==> src/rfdp_pkg.sv <==
// Purpose: shared constants and types for the serial data pin and receiver control block
// Assumes: byte wide configuration registers reached over the two-wire slave port
// Notes:   every offset, bit position and reset value used by the design lives here
package rfdp_pkg;

	// ----------------------------------------------------------------
	// register indices and offsets
	// ----------------------------------------------------------------
	localparam int REG_COUNT = 10;
	localparam int IDX_ANT1 = 0;
	localparam int IDX_ANT2 = 1;
	localparam int IDX_SUPPLY = 2;
	localparam int IDX_XTAL = 3;
	localparam int IDX_SLICER = 4;
	localparam int IDX_PORTS = 5;
	localparam int IDX_ROUTING = 6;
	localparam int IDX_FILTER = 7;
	localparam int IDX_POLARITY = 8;
	localparam int IDX_PIN_MODE = 9;

	// antenna_one_tune, antenna_two_tune, amplifier_supply_trim, receive_crystal_tune,
	// slicer_reference, port_enables, pin_routing_control, filter_select,
	// polarity_control, data_pin_mode
	localparam logic [7:0] REG_OFS [REG_COUNT] = '{
		8'h00, 8'h01, 8'h02, 8'h05, 8'h0a, 8'h0c, 8'h0e, 8'h0f, 8'h1e, 8'h1d
	};
	localparam logic [7:0] REG_RST [REG_COUNT] = '{
		8'h00, 8'h00, 8'h00, 8'h00, 8'h00, 8'h00, 8'h00, 8'h00, 8'h00, 8'h00
	};
	localparam logic [7:0] UNMAPPED_READ = 8'h00;

	// ----------------------------------------------------------------
	// field positions
	// ----------------------------------------------------------------
	localparam int ANT1_ON_BIT = 0;
	localparam int ANT2_ON_BIT = 1;
	localparam int NO_INC_BIT = 2;
	localparam int RX_ON_BIT = 3;
	localparam int TX_ON_BIT = 4;
	localparam int OSC_SEL_BIT = 2;
	localparam int INVERT_BIT = 5;
	localparam int FILTER_LSB = 4;
	localparam int FILTER_MSB = 6;
	localparam int CDR_SEL_BIT = 0;
	localparam int ENERGY_LOW_BIT = 1;

	// bus address, write form; the read form sets bit 0
	localparam logic [7:0] DEV_ADDR_WR = 8'h68;
	localparam logic [2:0] LAST_BIT = 3'h7;

	// ----------------------------------------------------------------
	// types
	// ----------------------------------------------------------------
	typedef enum logic [3:0] {
		ST_IDLE, ST_DEVADDR, ST_ADDR_ACK, ST_PTR, ST_PTR_ACK,
		ST_WRITE, ST_WRITE_ACK, ST_READ, ST_READ_ACK, ST_READ_LOAD
	} rfdp_state_type;

	typedef enum logic [2:0] {
		ROLE_OFF, ROLE_TX_IN, ROLE_RX_OUT, ROLE_OSC_OUT, ROLE_CDR_OUT
	} rfdp_role_type;

	typedef struct packed {
		logic [7:0] antenna_one_tune;
		logic [7:0] antenna_two_tune;
		logic [7:0] amplifier_supply_output;
		logic [7:0] receive_crystal_tune;
		logic [2:0] filter_code;
		logic antenna_one_port_on;
		logic antenna_two_port_on;
		logic receiver_on;
	} rfdp_cfg_type;

endpackage : rfdp_pkg

==> src/rfdp_reg_byte.sv <==
// Purpose: one byte of configuration storage
// Assumes: write enable is a one-cycle pulse already decoded for this byte
// Notes:   reset value comes in as a parameter
`timescale 1ns/10ps
module rfdp_reg_byte #(
	parameter logic [7:0] RST = 8'h00
) (
	// clock and reset
	input wire logic clk,
	input wire logic sys_rst,
	// write port
	input wire logic wr_en,
	input wire logic [7:0] wr_data,
	// stored value
	output logic [7:0] q
);

	// hold until written
	always_ff @(posedge clk) begin
		if (sys_rst) begin
			q <= RST;
		end else if (wr_en) begin
			q <= wr_data;
		end
	end

endmodule : rfdp_reg_byte

==> src/rfdp_pin_edge.sv <==
// Purpose: registered copy of a pin with rise and fall pulses
// Assumes: pin is synchronous to clk
// Notes:   one cycle of delay from pin to level
`timescale 1ns/10ps
module rfdp_pin_edge (
	// clock and reset
	input wire logic clk,
	input wire logic sys_rst,
	// pin
	input wire logic pin,
	// results
	output logic level,
	output logic rise,
	output logic fall
);

	logic prev_q;

	// idle level of the bus lines is high
	always_ff @(posedge clk) begin
		if (sys_rst) begin
			level <= 1'b1;
			prev_q <= 1'b1;
		end else begin
			level <= pin;
			prev_q <= level;
		end
	end

	assign rise = level & ~prev_q;
	assign fall = ~level & prev_q;

endmodule : rfdp_pin_edge

==> src/rfdp_top.sv <==
// Purpose: serial data pin routing, receiver settings and two-wire register access
// Assumes: all pins synchronous to clk; bus clock far slower than clk
// Notes:   data pin and bus data line are open as three signals each
`timescale 1ns/10ps

// How it works
// - configuration picks pin role: transmit input, receive output, oscillator or recovered data
// - in transmit the pin level switches the power amplifier directly
// - transmit bits reach the amplifier unchanged, no framing or coding
// - invert bit 5 of 0x1e flips pin sense and amplifier control
// - in receive the detected data drives the pin as plain bits
// - a setting chooses whether energy shows high or low
// - bit 2 of 0x0e puts the low power oscillator on the pin
// - byte 0x02 sets amplifier supply, 0xff highest
// - bytes 0x00 and 0x01 are the two antenna trims
// - byte 0x0a is the slicing reference for each data bit
// - both channels summed; 0x0c bits 0,1,3 enable ports and receiver
// - bits 4 to 6 of 0x0f choose the data filter bandwidth
// - byte 0x05 tunes the receive crystal
// - bytes are read and written over the two-wire bus as slave
module rfdp_top (
	// clock and reset
	input wire logic clk,
	input wire logic sys_rst,
	// two-wire bus
	input wire logic scl_in,
	input wire logic sda_in,
	output logic sda_out,
	output logic sda_oe,
	// serial data pin
	input wire logic data_pin_in,
	output logic data_pin_out,
	output logic data_pin_oe,
	// analog side inputs
	input wire logic [7:0] ch1_level,
	input wire logic [7:0] ch2_level,
	input wire logic cdr_data,
	input wire logic osc_level,
	// analog side controls
	output logic pa_on,
	output rfdp_pkg::rfdp_cfg_type cfg,
	output rfdp_pkg::rfdp_role_type pin_role
);

	// ----------------------------------------------------------------
	// declarations
	// ----------------------------------------------------------------
	logic [7:0] reg_q [rfdp_pkg::REG_COUNT];
	logic scl_q, scl_rise, scl_fall, sda_q, sda_rise, sda_fall, bus_start, bus_stop;
	rfdp_pkg::rfdp_state_type st_q;
	logic [7:0] sh_q, ptr_q, wr_addr_q, wr_data_q, rd_byte, in_byte;
	logic [2:0] cnt_q, filter_field;
	logic ackph_q, rw_q, sda_oe_q, wr_stb_q, no_inc;
	logic tx_on, rx_on, osc_sel, cdr_sel, inv_bit, energy_low;
	logic [8:0] chan_sum;
	logic rx_bit, pa_on_q, pin_out_q, pin_oe_q;
	rfdp_pkg::rfdp_cfg_type cfg_q;
	rfdp_pkg::rfdp_role_type role_q;

	// ----------------------------------------------------------------
	// register storage
	// ----------------------------------------------------------------
	// one cell per byte, decoded against its own offset
	for (genvar i = 0; i < rfdp_pkg::REG_COUNT; i++) begin : g_reg
		rfdp_reg_byte #(
			.RST(rfdp_pkg::REG_RST[i])
		) u_byte (
			.clk(clk),
			.sys_rst(sys_rst),
			.wr_en(wr_stb_q && (wr_addr_q == rfdp_pkg::REG_OFS[i])),
			.wr_data(wr_data_q),
			.q(reg_q[i])
		);
	end

	// read back; unmapped offsets return zero
	always_comb begin
		rd_byte = rfdp_pkg::UNMAPPED_READ;
		for (int i = 0; i < rfdp_pkg::REG_COUNT; i++) begin
			if (ptr_q == rfdp_pkg::REG_OFS[i]) begin
				rd_byte = reg_q[i];
			end
		end
	end

	// ----------------------------------------------------------------
	// two-wire slave
	// ----------------------------------------------------------------
	rfdp_pin_edge u_scl (.clk(clk), .sys_rst(sys_rst), .pin(scl_in),
		.level(scl_q), .rise(scl_rise), .fall(scl_fall));
	rfdp_pin_edge u_sda (.clk(clk), .sys_rst(sys_rst), .pin(sda_in),
		.level(sda_q), .rise(sda_rise), .fall(sda_fall));

	// data changes with clock high mark frame boundaries
	assign bus_start = scl_q & sda_fall;
	assign bus_stop = scl_q & sda_rise;
	assign in_byte = {sh_q[6:0], sda_q};
	assign no_inc = reg_q[rfdp_pkg::IDX_PORTS][rfdp_pkg::NO_INC_BIT];

	// byte engine; ack driven from the falling edge so setup is a full half period
	always_ff @(posedge clk) begin
		if (sys_rst) begin
			st_q <= rfdp_pkg::ST_IDLE;
			sh_q <= 8'h00;
			cnt_q <= 3'h0;
			ackph_q <= 1'b0;
			rw_q <= 1'b0;
			ptr_q <= 8'h00;
			sda_oe_q <= 1'b0;
			wr_stb_q <= 1'b0;
			wr_addr_q <= 8'h00;
			wr_data_q <= 8'h00;
		end else begin
			wr_stb_q <= 1'b0;
			if (bus_start) begin
				st_q <= rfdp_pkg::ST_DEVADDR;
				cnt_q <= 3'h0;
				ackph_q <= 1'b0;
				sda_oe_q <= 1'b0;
			end else if (bus_stop) begin
				st_q <= rfdp_pkg::ST_IDLE;
				sda_oe_q <= 1'b0;
			end else begin
				case (st_q)
					rfdp_pkg::ST_DEVADDR, rfdp_pkg::ST_PTR, rfdp_pkg::ST_WRITE: begin
						if (scl_rise) begin
							sh_q <= in_byte;
							cnt_q <= cnt_q + 3'h1;
							if (cnt_q == rfdp_pkg::LAST_BIT) begin
								if (st_q == rfdp_pkg::ST_DEVADDR) begin
									// only our address is answered
									if (sh_q[6:0] == rfdp_pkg::DEV_ADDR_WR[7:1]) begin
										rw_q <= sda_q;
										st_q <= rfdp_pkg::ST_ADDR_ACK;
									end else begin
										st_q <= rfdp_pkg::ST_IDLE;
									end
								end else if (st_q == rfdp_pkg::ST_PTR) begin
									ptr_q <= in_byte;
									st_q <= rfdp_pkg::ST_PTR_ACK;
								end else begin
									wr_stb_q <= 1'b1;
									wr_addr_q <= ptr_q;
									wr_data_q <= in_byte;
									st_q <= rfdp_pkg::ST_WRITE_ACK;
								end
							end
						end
					end
					rfdp_pkg::ST_ADDR_ACK, rfdp_pkg::ST_PTR_ACK, rfdp_pkg::ST_WRITE_ACK: begin
						if (scl_fall) begin
							if (!ackph_q) begin
								ackph_q <= 1'b1;
								sda_oe_q <= 1'b1;
							end else begin
								ackph_q <= 1'b0;
								sda_oe_q <= 1'b0;
								cnt_q <= 3'h0;
								if (st_q == rfdp_pkg::ST_ADDR_ACK && rw_q) begin
									// first read bit goes out on this same fall
									sh_q <= rd_byte;
									sda_oe_q <= ~rd_byte[7];
									st_q <= rfdp_pkg::ST_READ;
								end else if (st_q == rfdp_pkg::ST_ADDR_ACK) begin
									st_q <= rfdp_pkg::ST_PTR;
								end else begin
									if (st_q == rfdp_pkg::ST_WRITE_ACK && !no_inc) begin
										ptr_q <= ptr_q + 8'h01;
									end
									st_q <= rfdp_pkg::ST_WRITE;
								end
							end
						end
					end
					rfdp_pkg::ST_READ: begin
						if (scl_fall) begin
							if (cnt_q == rfdp_pkg::LAST_BIT) begin
								sda_oe_q <= 1'b0;
								st_q <= rfdp_pkg::ST_READ_ACK;
							end else begin
								sh_q <= {sh_q[6:0], 1'b0};
								sda_oe_q <= ~sh_q[6];
								cnt_q <= cnt_q + 3'h1;
							end
						end
					end
					rfdp_pkg::ST_READ_ACK: begin
						// master nack ends the read burst
						if (scl_rise) begin
							if (sda_q) begin
								st_q <= rfdp_pkg::ST_IDLE;
							end else begin
								ptr_q <= ptr_q + 8'h01;
								st_q <= rfdp_pkg::ST_READ_LOAD;
							end
						end
					end
					rfdp_pkg::ST_READ_LOAD: begin
						if (scl_fall) begin
							sh_q <= rd_byte;
							sda_oe_q <= ~rd_byte[7];
							cnt_q <= 3'h0;
							st_q <= rfdp_pkg::ST_READ;
						end
					end
					default: begin
						st_q <= rfdp_pkg::ST_IDLE;
					end
				endcase
			end
		end
	end

	// open drain: the line is only ever pulled low
	assign sda_out = 1'b0;
	assign sda_oe = sda_oe_q;

	// ----------------------------------------------------------------
	// receive slicer and pin routing
	// ----------------------------------------------------------------
	assign tx_on = reg_q[rfdp_pkg::IDX_PORTS][rfdp_pkg::TX_ON_BIT];
	assign rx_on = reg_q[rfdp_pkg::IDX_PORTS][rfdp_pkg::RX_ON_BIT];
	assign osc_sel = reg_q[rfdp_pkg::IDX_ROUTING][rfdp_pkg::OSC_SEL_BIT];
	assign cdr_sel = reg_q[rfdp_pkg::IDX_PIN_MODE][rfdp_pkg::CDR_SEL_BIT];
	assign energy_low = reg_q[rfdp_pkg::IDX_PIN_MODE][rfdp_pkg::ENERGY_LOW_BIT];
	assign inv_bit = reg_q[rfdp_pkg::IDX_POLARITY][rfdp_pkg::INVERT_BIT];
	assign filter_field = reg_q[rfdp_pkg::IDX_FILTER][rfdp_pkg::FILTER_MSB:rfdp_pkg::FILTER_LSB];

	// disabled ports contribute nothing; nine bits so the sum cannot wrap
	assign chan_sum = {1'b0, (reg_q[rfdp_pkg::IDX_PORTS][rfdp_pkg::ANT1_ON_BIT] ? ch1_level : 8'h00)}
		+ {1'b0, (reg_q[rfdp_pkg::IDX_PORTS][rfdp_pkg::ANT2_ON_BIT] ? ch2_level : 8'h00)};
	assign rx_bit = rx_on && (chan_sum > {1'b0, reg_q[rfdp_pkg::IDX_SLICER]});

	// oscillator wins over everything, then transmit, then recovered, then receive
	always_ff @(posedge clk) begin
		if (sys_rst) begin
			pa_on_q <= 1'b0;
			pin_out_q <= 1'b0;
			pin_oe_q <= 1'b0;
			role_q <= rfdp_pkg::ROLE_OFF;
		end else if (osc_sel) begin
			pa_on_q <= 1'b0;
			pin_out_q <= osc_level;
			pin_oe_q <= 1'b1;
			role_q <= rfdp_pkg::ROLE_OSC_OUT;
		end else if (tx_on) begin
			pa_on_q <= data_pin_in ^ inv_bit;
			pin_out_q <= 1'b0;
			pin_oe_q <= 1'b0;
			role_q <= rfdp_pkg::ROLE_TX_IN;
		end else if (cdr_sel) begin
			// recovered data is only meaningful once recovery mode is on
			pa_on_q <= 1'b0;
			pin_out_q <= cdr_data ^ inv_bit;
			pin_oe_q <= 1'b1;
			role_q <= rfdp_pkg::ROLE_CDR_OUT;
		end else if (rx_on) begin
			pa_on_q <= 1'b0;
			pin_out_q <= rx_bit ^ inv_bit ^ energy_low;
			pin_oe_q <= 1'b1;
			role_q <= rfdp_pkg::ROLE_RX_OUT;
		end else begin
			pa_on_q <= 1'b0;
			pin_out_q <= 1'b0;
			pin_oe_q <= 1'b0;
			role_q <= rfdp_pkg::ROLE_OFF;
		end
	end

	// ----------------------------------------------------------------
	// analog control copies
	// ----------------------------------------------------------------
	// registered so the analog side never sees a decode glitch
	always_ff @(posedge clk) begin
		if (sys_rst) begin
			cfg_q <= '0;
		end else begin
			cfg_q.antenna_one_tune <= reg_q[rfdp_pkg::IDX_ANT1];
			cfg_q.antenna_two_tune <= reg_q[rfdp_pkg::IDX_ANT2];
			cfg_q.amplifier_supply_output <= reg_q[rfdp_pkg::IDX_SUPPLY];
			cfg_q.receive_crystal_tune <= reg_q[rfdp_pkg::IDX_XTAL];
			cfg_q.filter_code <= filter_field;
			cfg_q.antenna_one_port_on <= reg_q[rfdp_pkg::IDX_PORTS][rfdp_pkg::ANT1_ON_BIT];
			cfg_q.antenna_two_port_on <= reg_q[rfdp_pkg::IDX_PORTS][rfdp_pkg::ANT2_ON_BIT];
			cfg_q.receiver_on <= rx_on;
		end
	end

	assign pa_on = pa_on_q;
	assign data_pin_out = pin_out_q;
	assign data_pin_oe = pin_oe_q;
	assign cfg = cfg_q;
	assign pin_role = role_q;

	// ----------------------------------------------------------------
	// checks
	// ----------------------------------------------------------------
	pa_follow_a: assert property (@(posedge clk) disable iff (sys_rst)
		(tx_on && !osc_sel) |=> (pa_on == ($past(data_pin_in) ^ $past(inv_bit))))
		else $error("amplifier does not follow data pin");
	tx_release_a: assert property (@(posedge clk) disable iff (sys_rst)
		(tx_on && !osc_sel) |=> (!data_pin_oe && pin_role == rfdp_pkg::ROLE_TX_IN))
		else $error("data pin driven in transmit");
	osc_drive_a: assert property (@(posedge clk) disable iff (sys_rst)
		osc_sel |=> (data_pin_oe && !pa_on && data_pin_out == $past(osc_level)))
		else $error("oscillator not on data pin");
	rx_drive_a: assert property (@(posedge clk) disable iff (sys_rst)
		(rx_on && !tx_on && !osc_sel && !cdr_sel)
		|=> (data_pin_oe && data_pin_out == ($past(rx_bit) ^ $past(inv_bit) ^ $past(energy_low))))
		else $error("receive data wrong on pin");
	cdr_drive_a: assert property (@(posedge clk) disable iff (sys_rst)
		(cdr_sel && !tx_on && !osc_sel) |=> (data_pin_oe && data_pin_out == ($past(cdr_data) ^ $past(inv_bit))))
		else $error("recovered data wrong on pin");
	write_reach_a: assert property (@(posedge clk) disable iff (sys_rst)
		(wr_stb_q && wr_addr_q == rfdp_pkg::REG_OFS[rfdp_pkg::IDX_SUPPLY])
		|=> ##1 (cfg.amplifier_supply_output == $past(wr_data_q, 2)))
		else $error("supply write did not take effect");
	filter_map_a: assert property (@(posedge clk) disable iff (sys_rst)
		##1 (cfg.filter_code == $past(filter_field)))
		else $error("filter code mismatch");
	trim_map_a: assert property (@(posedge clk) disable iff (sys_rst)
		##1 (cfg.antenna_one_tune == $past(reg_q[rfdp_pkg::IDX_ANT1])
		&& cfg.receive_crystal_tune == $past(reg_q[rfdp_pkg::IDX_XTAL])))
		else $error("trim value mismatch");
	ack_drive_a: assert property (@(posedge clk) disable iff (sys_rst)
		(st_q == rfdp_pkg::ST_PTR_ACK && scl_fall && !ackph_q && !bus_start && !bus_stop) |=> sda_oe)
		else $error("pointer byte not acknowledged");

endmodule : rfdp_top

==> config.mk <==
export PLATFORM = sky130hd
export DESIGN_NAME = rfdp_top
export DESIGN_NICKNAME = d
export VERILOG_FILES = /design/src/rfdp_pkg.sv /design/src/rfdp_reg_byte.sv /design/src/rfdp_pin_edge.sv /design/src/rfdp_top.sv
export SDC_FILE = /design/constraint.sdc
export NUM_CORES = 1
export LEC_CHECK = 0
export ABC_CLOCK_PERIOD_IN_PS = 6900
export BUFFER_PORTS_ARGS = -buffer_cell sky130_fd_sc_hd__buf_4
export CAP_MARGIN = 10
export CORE_MARGIN = 4
export CORE_UTILIZATION = 45
export DETAILED_ROUTE_END_ITERATION = 6
export GPL_ROUTABILITY_DRIVEN = 0
export GPL_TIMING_DRIVEN = 0
export PLACE_DENSITY = 0.69
export SLEW_MARGIN = 30
export SYNTH_ARGS = -nofsm -noshare
export SYNTH_HDL_FRONTEND = slang
export SYNTH_SLANG_ARGS = --single-unit
==> constraint.sdc <==
create_clock -name clk -period 6.9 [get_ports clk]
set_clock_uncertainty 0.1 [all_clocks]
set_input_delay 0.69 -clock clk [delete_from_list [all_inputs] [get_ports clk]]
set_output_delay 0.69 -clock clk [all_outputs]
set_load 0.01 [all_outputs]
# After elaboration in Yosys (flattened, before gate mapping)

Index checks and enable logic that the tools add are counted.

Input port bits: 23
Logic and storage cells: 231
Bits in registers: 170

Muxes and demuxes: 77
Reduce and logical (&&, ||, !) cells: 35
Add/subtract/negate cells: 3
$lt $le $gt $ge: 1
Equal/unequal tests: 53
Bitwise logic cells: 24

Operators with widths:

| operator                                                              | number |
|---|---|
| 8-bit two-way mux                                                     | 23 |
| 8-bit by 4-bit equality test with 1-bit output, second input constant | 8 |
| 7-bit two-way mux                                                     | 7 |
| 4-bit two-way mux                                                     | 10 |
| 8-bit by 5-bit equality test with 1-bit output, second input constant | 4 |
| 2-bit inequality test, second input constant                          | 16 |
| 4-bit inequality test, second input constant                          | 8 |
| 7-bit one-hot mux with 4 select lines                                 | 1 |
| 3-bit two-way mux                                                     | 9 |
| 8-bit one-hot mux with 3 select lines                                 | 1 |
| 8-bit AND reduction                                                   | 3 |
| 4-bit one-hot mux with 5 select lines                                 | 1 |
| 1-bit two-way mux                                                     | 18 |
| 4-bit by 3-bit equality test with 1-bit output, second input constant | 4 |
| 8-bit by 1-bit equality test with 1-bit output, second input constant | 2 |
| 8-bit by 2-bit equality test with 1-bit output, second input constant | 2 |
| 8-bit by 3-bit equality test with 1-bit output, second input constant | 2 |
| 8-bit logical NOT                                                     | 2 |
| 3-bit OR reduction                                                    | 5 |
| 1-bit inverter                                                        | 14 |
| 14-bit AND reduction                                                  | 1 |
| 7-bit AND reduction                                                   | 2 |
| 1-bit logical AND                                                     | 13 |
| 3-bit one-hot mux with 4 select lines                                 | 1 |
| 21 further kinds                                                      | 36 |

# Depth between registers and ports, before layout

Depth in word-level cells: 16
Depth in mapped cells: 18
Gate-level depth less buffers: 17

# Modules after synthesis

Synthesis repeated with hierarchy kept, for this count alone.

Cell total of the unflattened synthesis: 936
Area, all modules: 8,299.2 um2

By module, submodules not included:

| module        | times used | area an instance (um2) | cells each |
|---|---|---|---|
| rfdp_top      | 1          | 5,313.8                | 664 |
| rfdp_reg_byte | 10         | 285.3                  | 26 |
| rfdp_pin_edge | 2          | 66.3                   | 6 |

# Least setup slack after synthesis

OpenSTA, ideal clock, no wires.

Path type: input to register
Start point: input ch1_level[1]
End point: register pin_out_q (netlist: data_pin_out)
Stages on the path: 14
Setup slack: 3,568 ps
Path buffers: 0
Data arrival time: 3,153 ps
Path through: nand2_1 inv_1 ha_1 a21o_1 a21oi_1 nor2b_1 o21ai_0 nor2b_1 xnor2_1 ha_1 o41ai_1 a21oi_1 or4b_1 o211ai_1

Word-level cells in the longest chain between the ends: 10

Ends and longest elaborated chain:

| what                                          | RTL line        | text |
|---|---|---|
| start: declaration                            | rfdp_top.sv:35  | `input wire logic [7:0] ch1_level,` |
| 8-bit two-way mux                             | rfdp_top.sv:230 | `assign chan_sum = {1'b0, (reg_q[rfdp_pkg::IDX_PORTS][rfdp_pkg::ANT1_ON_BIT] ? ch1_level : 8'h00)}` |
| 8-bit by 8-bit adder with 9-bit output        | rfdp_top.sv:231 | `+ {1'b0, (reg_q[rfdp_pkg::IDX_PORTS][rfdp_pkg::ANT2_ON_BIT] ? ch2_level : 8'h00)};` |
| 9-bit by 8-bit > comparator with 1-bit output | rfdp_top.sv:232 | `assign rx_bit = rx_on && (chan_sum > {1'b0, reg_q[rfdp_pkg::IDX_SLICER]});` |
| 1-bit logical AND                             | rfdp_top.sv:232 |  |
| 1-bit bitwise XOR (2 in a row)                | rfdp_top.sv:259 | `pin_out_q <= rx_bit ^ inv_bit ^ energy_low;` |
| 1-bit two-way mux                             | rfdp_top.sv:257 | `end else if (rx_on) begin` |
| 1-bit two-way mux                             | rfdp_top.sv:251 | `end else if (cdr_sel) begin` |
| 1-bit two-way mux                             | rfdp_top.sv:246 | `end else if (tx_on) begin` |
| 1-bit two-way mux                             | rfdp_top.sv:241 | `end else if (osc_sel) begin` |
| end signal: assignment                        | rfdp_top.sv:243 | `pin_out_q <= osc_level;` |
| end signal: assignment                        | rfdp_top.sv:254 | `pin_out_q <= cdr_data ^ inv_bit;` |
| end signal: assignment                        | rfdp_top.sv:259 |  |
| end: declaration                              | rfdp_top.sv:56  | `logic rx_bit, pa_on_q, pin_out_q, pin_oe_q;` |

No other way between the ends.
A chain may end at the register's enable or synchronous reset.

# Worst setup path in the final report

Start point: register g_reg[5].u_byte.q[1]
End point: register pin_out_q (netlist: data_pin_out)

Word-level cells in the longest chain between the ends: 10

Ends and longest elaborated chain:

| what                                          | RTL line            | text |
|---|---|---|
| start: declaration                            | rfdp_reg_byte.sv:15 | `output logic [7:0] q` |
| start signal: assignment                      | rfdp_reg_byte.sv:23 | `q <= wr_data;` |
| 8-bit two-way mux                             | rfdp_top.sv:231     |  |
| 8-bit by 8-bit adder with 9-bit output        | rfdp_top.sv:231     |  |
| 9-bit by 8-bit > comparator with 1-bit output | rfdp_top.sv:232     |  |
| 1-bit logical AND                             | rfdp_top.sv:232     |  |
| 1-bit bitwise XOR (2 in a row)                | rfdp_top.sv:259     |  |
| 1-bit two-way mux                             | rfdp_top.sv:257     |  |
| 1-bit two-way mux                             | rfdp_top.sv:251     |  |
| 1-bit two-way mux                             | rfdp_top.sv:246     |  |
| 1-bit two-way mux                             | rfdp_top.sv:241     |  |

No other way between the ends.

==> results.ini <==
[outcome]
status = completed

[routing]
wl_microns = 23500
drt-wirelength-per-cell_microns = 18.0
vias = 7360
drtIter0Drc = 741
drtPass1Iterations = 6
route.detailed.drc = 0
vias_per_cell = 5.66
postRouteAntennaNets = 0

[synthesis]
async_flop_share_pct = 0
ys.flop_type = dfxtp_1
synth_edf_count = 0
netlist_instances = 973
yosysTopAreaCell = dfxtp_1
synth_area_leaders = dfxtp_1 (41%), mux2i_1 (11%), nor2_1 (7.0%)
ys_warn_count = 0
yosysSeqAreaShare_pct = 40.8
synth_mux_area_share_pct = 11.3
ys_types = 75
synth-xor-area-share_pct = 1.15
synth_top_family_by_area = simple AND/OR/NAND/NOR gates
syn_nets = 1019
synthAdderAreaFrac_pct = 3.66
synth_compound_area_share_pct = 13.8
ys_seq_elements = 170
avgSynthCellArea_sq_um = 8.58
synth_simple_gate_area_share_pct = 24.6
syn_area_sq_um = 8350
synth_top_area_share_pct = 40.8

[critical_path]
required_ps = 7160
cp-start-kind = register
critPathMaxFanout = 10
critPathKind = reg -> reg
rr_worst_depth = 15
arrival_ps = 3880
critPathCaptureType = register

[clocking]
clk_transition_reported_paths_ps = 70
clock-sinks = 170
cts_tree = yes
hold_buffers = 0
cts_resized = 0
cts_max_path_buffers = 2
clkLatencyLatePin_ps = 440
postCtsSetupBuffers = 0
h-tree-depth = 4
cts_buffers = 17
root_buffer = clkbuf_16

[grt]
grt_max_degree = 19
grt_usage_pct = 23.0
grt_pass1_wl_microns = 37000
first_global_vias = 6848
antenna_found_initial = 0
gr-total-overflow = 0

[final_layout]
mostFrequentLayoutCell = dfxtp_1
layout_common_cells = dfxtp_1 (170), nor2_1 (156), mux2i_1 (93)
fill_cells = 1657
n_antenna_cell = 0
drive_gt1_share_pct = 12.3
nets = 1105
syn2layout_area_growth_pct = 16.9

[pwr]
power_uw = 2570
irDropWorstVdd_mv = 0.191
power.density_nw_per_um2 = 263
power_leakage_uw = 0.00397

[hold_path]
hold_class = in -> reg
hold_path_depth = 2

[floorplanning]
rows = 49
die_h_microns = 144
die_area_sq_um = 20800
chipWidth_microns = 144
num_io_pins = 69
initial_core_util_pct = 46.2
design.core.area_sq_um = 18100

[place]
portBuffers = 67
dp_hpwl_microns = 17200

[timing]
maxSlewViolCount = 0
min_period_ps = 3620
hold_viol_final = 0
clock.fmax_mhz = 276
setup_viol = 0
fin_tns_setup_ps = 0
fin_crit_sh_pct = 52.5
slew_headroom_pct = 37.6
worst_slew_pin_slew_ps = 931
grt_setup_unrepaired = false

[flow_run]
drv_cap = 0

[stage by stage]
| stage | std cells | util [%] | setup slack [ps] | hold slack [ps] | instance area, sq um |
|---|---|---|---|---|---|
| floorplan | 973 | - | 3570 | 351 | 8350 |
| detailed placement | 1269 | 50.5 | 3160 | 373 | 9140 |
| finish | 1301 | 53.9 | 3280 | 332 | 9760 |
| CTS | 1301 | 53.9 | 3200 | 323 | 9760 |
| global placement | 1269 | 50.5 | 3190 | 368 | 9140 |
| global route | 1301 | 53.9 | 2990 | 323 | 9760 |
[worst paths after layout]
path | from | endpoint | slack (ps)
setup / recovery | g_reg[5].u_byte.q[1] | data_pin_out | 3280
hold / removal | sda_in | u_sda.level | 330
setup reg to reg | g_reg[5].u_byte.q[1] | data_pin_out | 3280
hold reg to reg | cnt_q[2] | cnt_q[2] | 380
[report_power, final]
group          leakage, uW  total (uW)  switching [uW]  internal, uW
Sequential         0.00137        1020            18.7           996
Clock             0.000307        1010             453           555
Combinational      0.00229         544             366           178
[cells by family after synthesis]
kind of cell | after synthesis
AO/OA/AOI/OAI | 181
buffers and inverters | 95
adder cells (fa/ha/maj) | 24
other | 1
multiplexers | 94
AND/OR/NAND/NOR | 397
flip-flops | 170
XOR/XNOR | 11
[area by class of cell]
type | count | area (sq um) | share of cell area (%)
Clock inverter | 15 | 195 | 2.00
Clock buffer | 17 | 425 | 4.36
Sequential cell | 170 | 3400 | 34.9
Tap cell | 229 | 287 | 2.94
Multi-Input combinational cell | 708 | 4550 | 46.7
Timing Repair Buffer | 67 | 503 | 5.16
Buffer | 69 | 293 | 3.00
Inverter | 26 | 97.6 | 1.00
[state kept, by name (all words and copies together) (netlist names)]
signal and count:
ptr_q 8, wr_addr_q 8, u_scl.level 1, u_scl.prev_q 1
g.u_byte.q 80, data_pin_out 1, st_q 4, u_sda.prev_q 1
cfg 38, rw_q 1, pa_on 1, pin_role 3
data_pin_oe 1, cnt_q 3, ackph_q 1, sda_oe 1
wr_data_q 8, u_sda.level 1, wr_stb_q 1, sh_q 7
[worst max-delay path, cell delays in order, from the launching register on]
cell and delay (ps):
dfxtp_1 360, clkbuf_1 330, nand2_1 160, inv_1 90, ha_1 220, a21o_1 180
a21oi_1 210, nor2b_1 70, o21ai_0 210, nor2b_1 190, xnor2_1 80, ha_1 210
o41ai_1 360, a21oi_1 160, or4b_1 520, o211ai_1 100
[synthesized netlist by cell type, types with 4 or more instances]
library cell    n
nand2_1        54
o21ai_0        39
buf_2           6
and3_1          4
nand3_1        20
inv_1          25
xnor2_1         7
o211ai_1        7
nand2b_1       22
or3_1           6
a221oi_1        5
nand3b_1        4
xor2_1          4
and2_1         15
a21oi_1        48
o21ai_1         8
nor3b_1         6
mux2i_1        93
a31oi_1        11
or2_2           4
a211oi_1       11
clkbuf_1       51
o21a_1          4
nor2_1        156
nor2b_1        49
nand4_1         7
ha_1           22
buf_1           7
dfxtp_1       170
nor3_1         18
o31ai_1         4
a2bb2oi_1       6
o22ai_1         6
[metal layers]
layer	part of all wire (%)	track usage, %	wire (microns)	vias up
met5	0	0	0	-
li1	-	-	-	3550
met2	45	36.3	10600	332
met1	43	30.3	10100	3403
met3	7.3	3.97	1700	75
met4	4.8	11.6	1120	0
No activity file was read; power rests on OpenSTA's default activity.
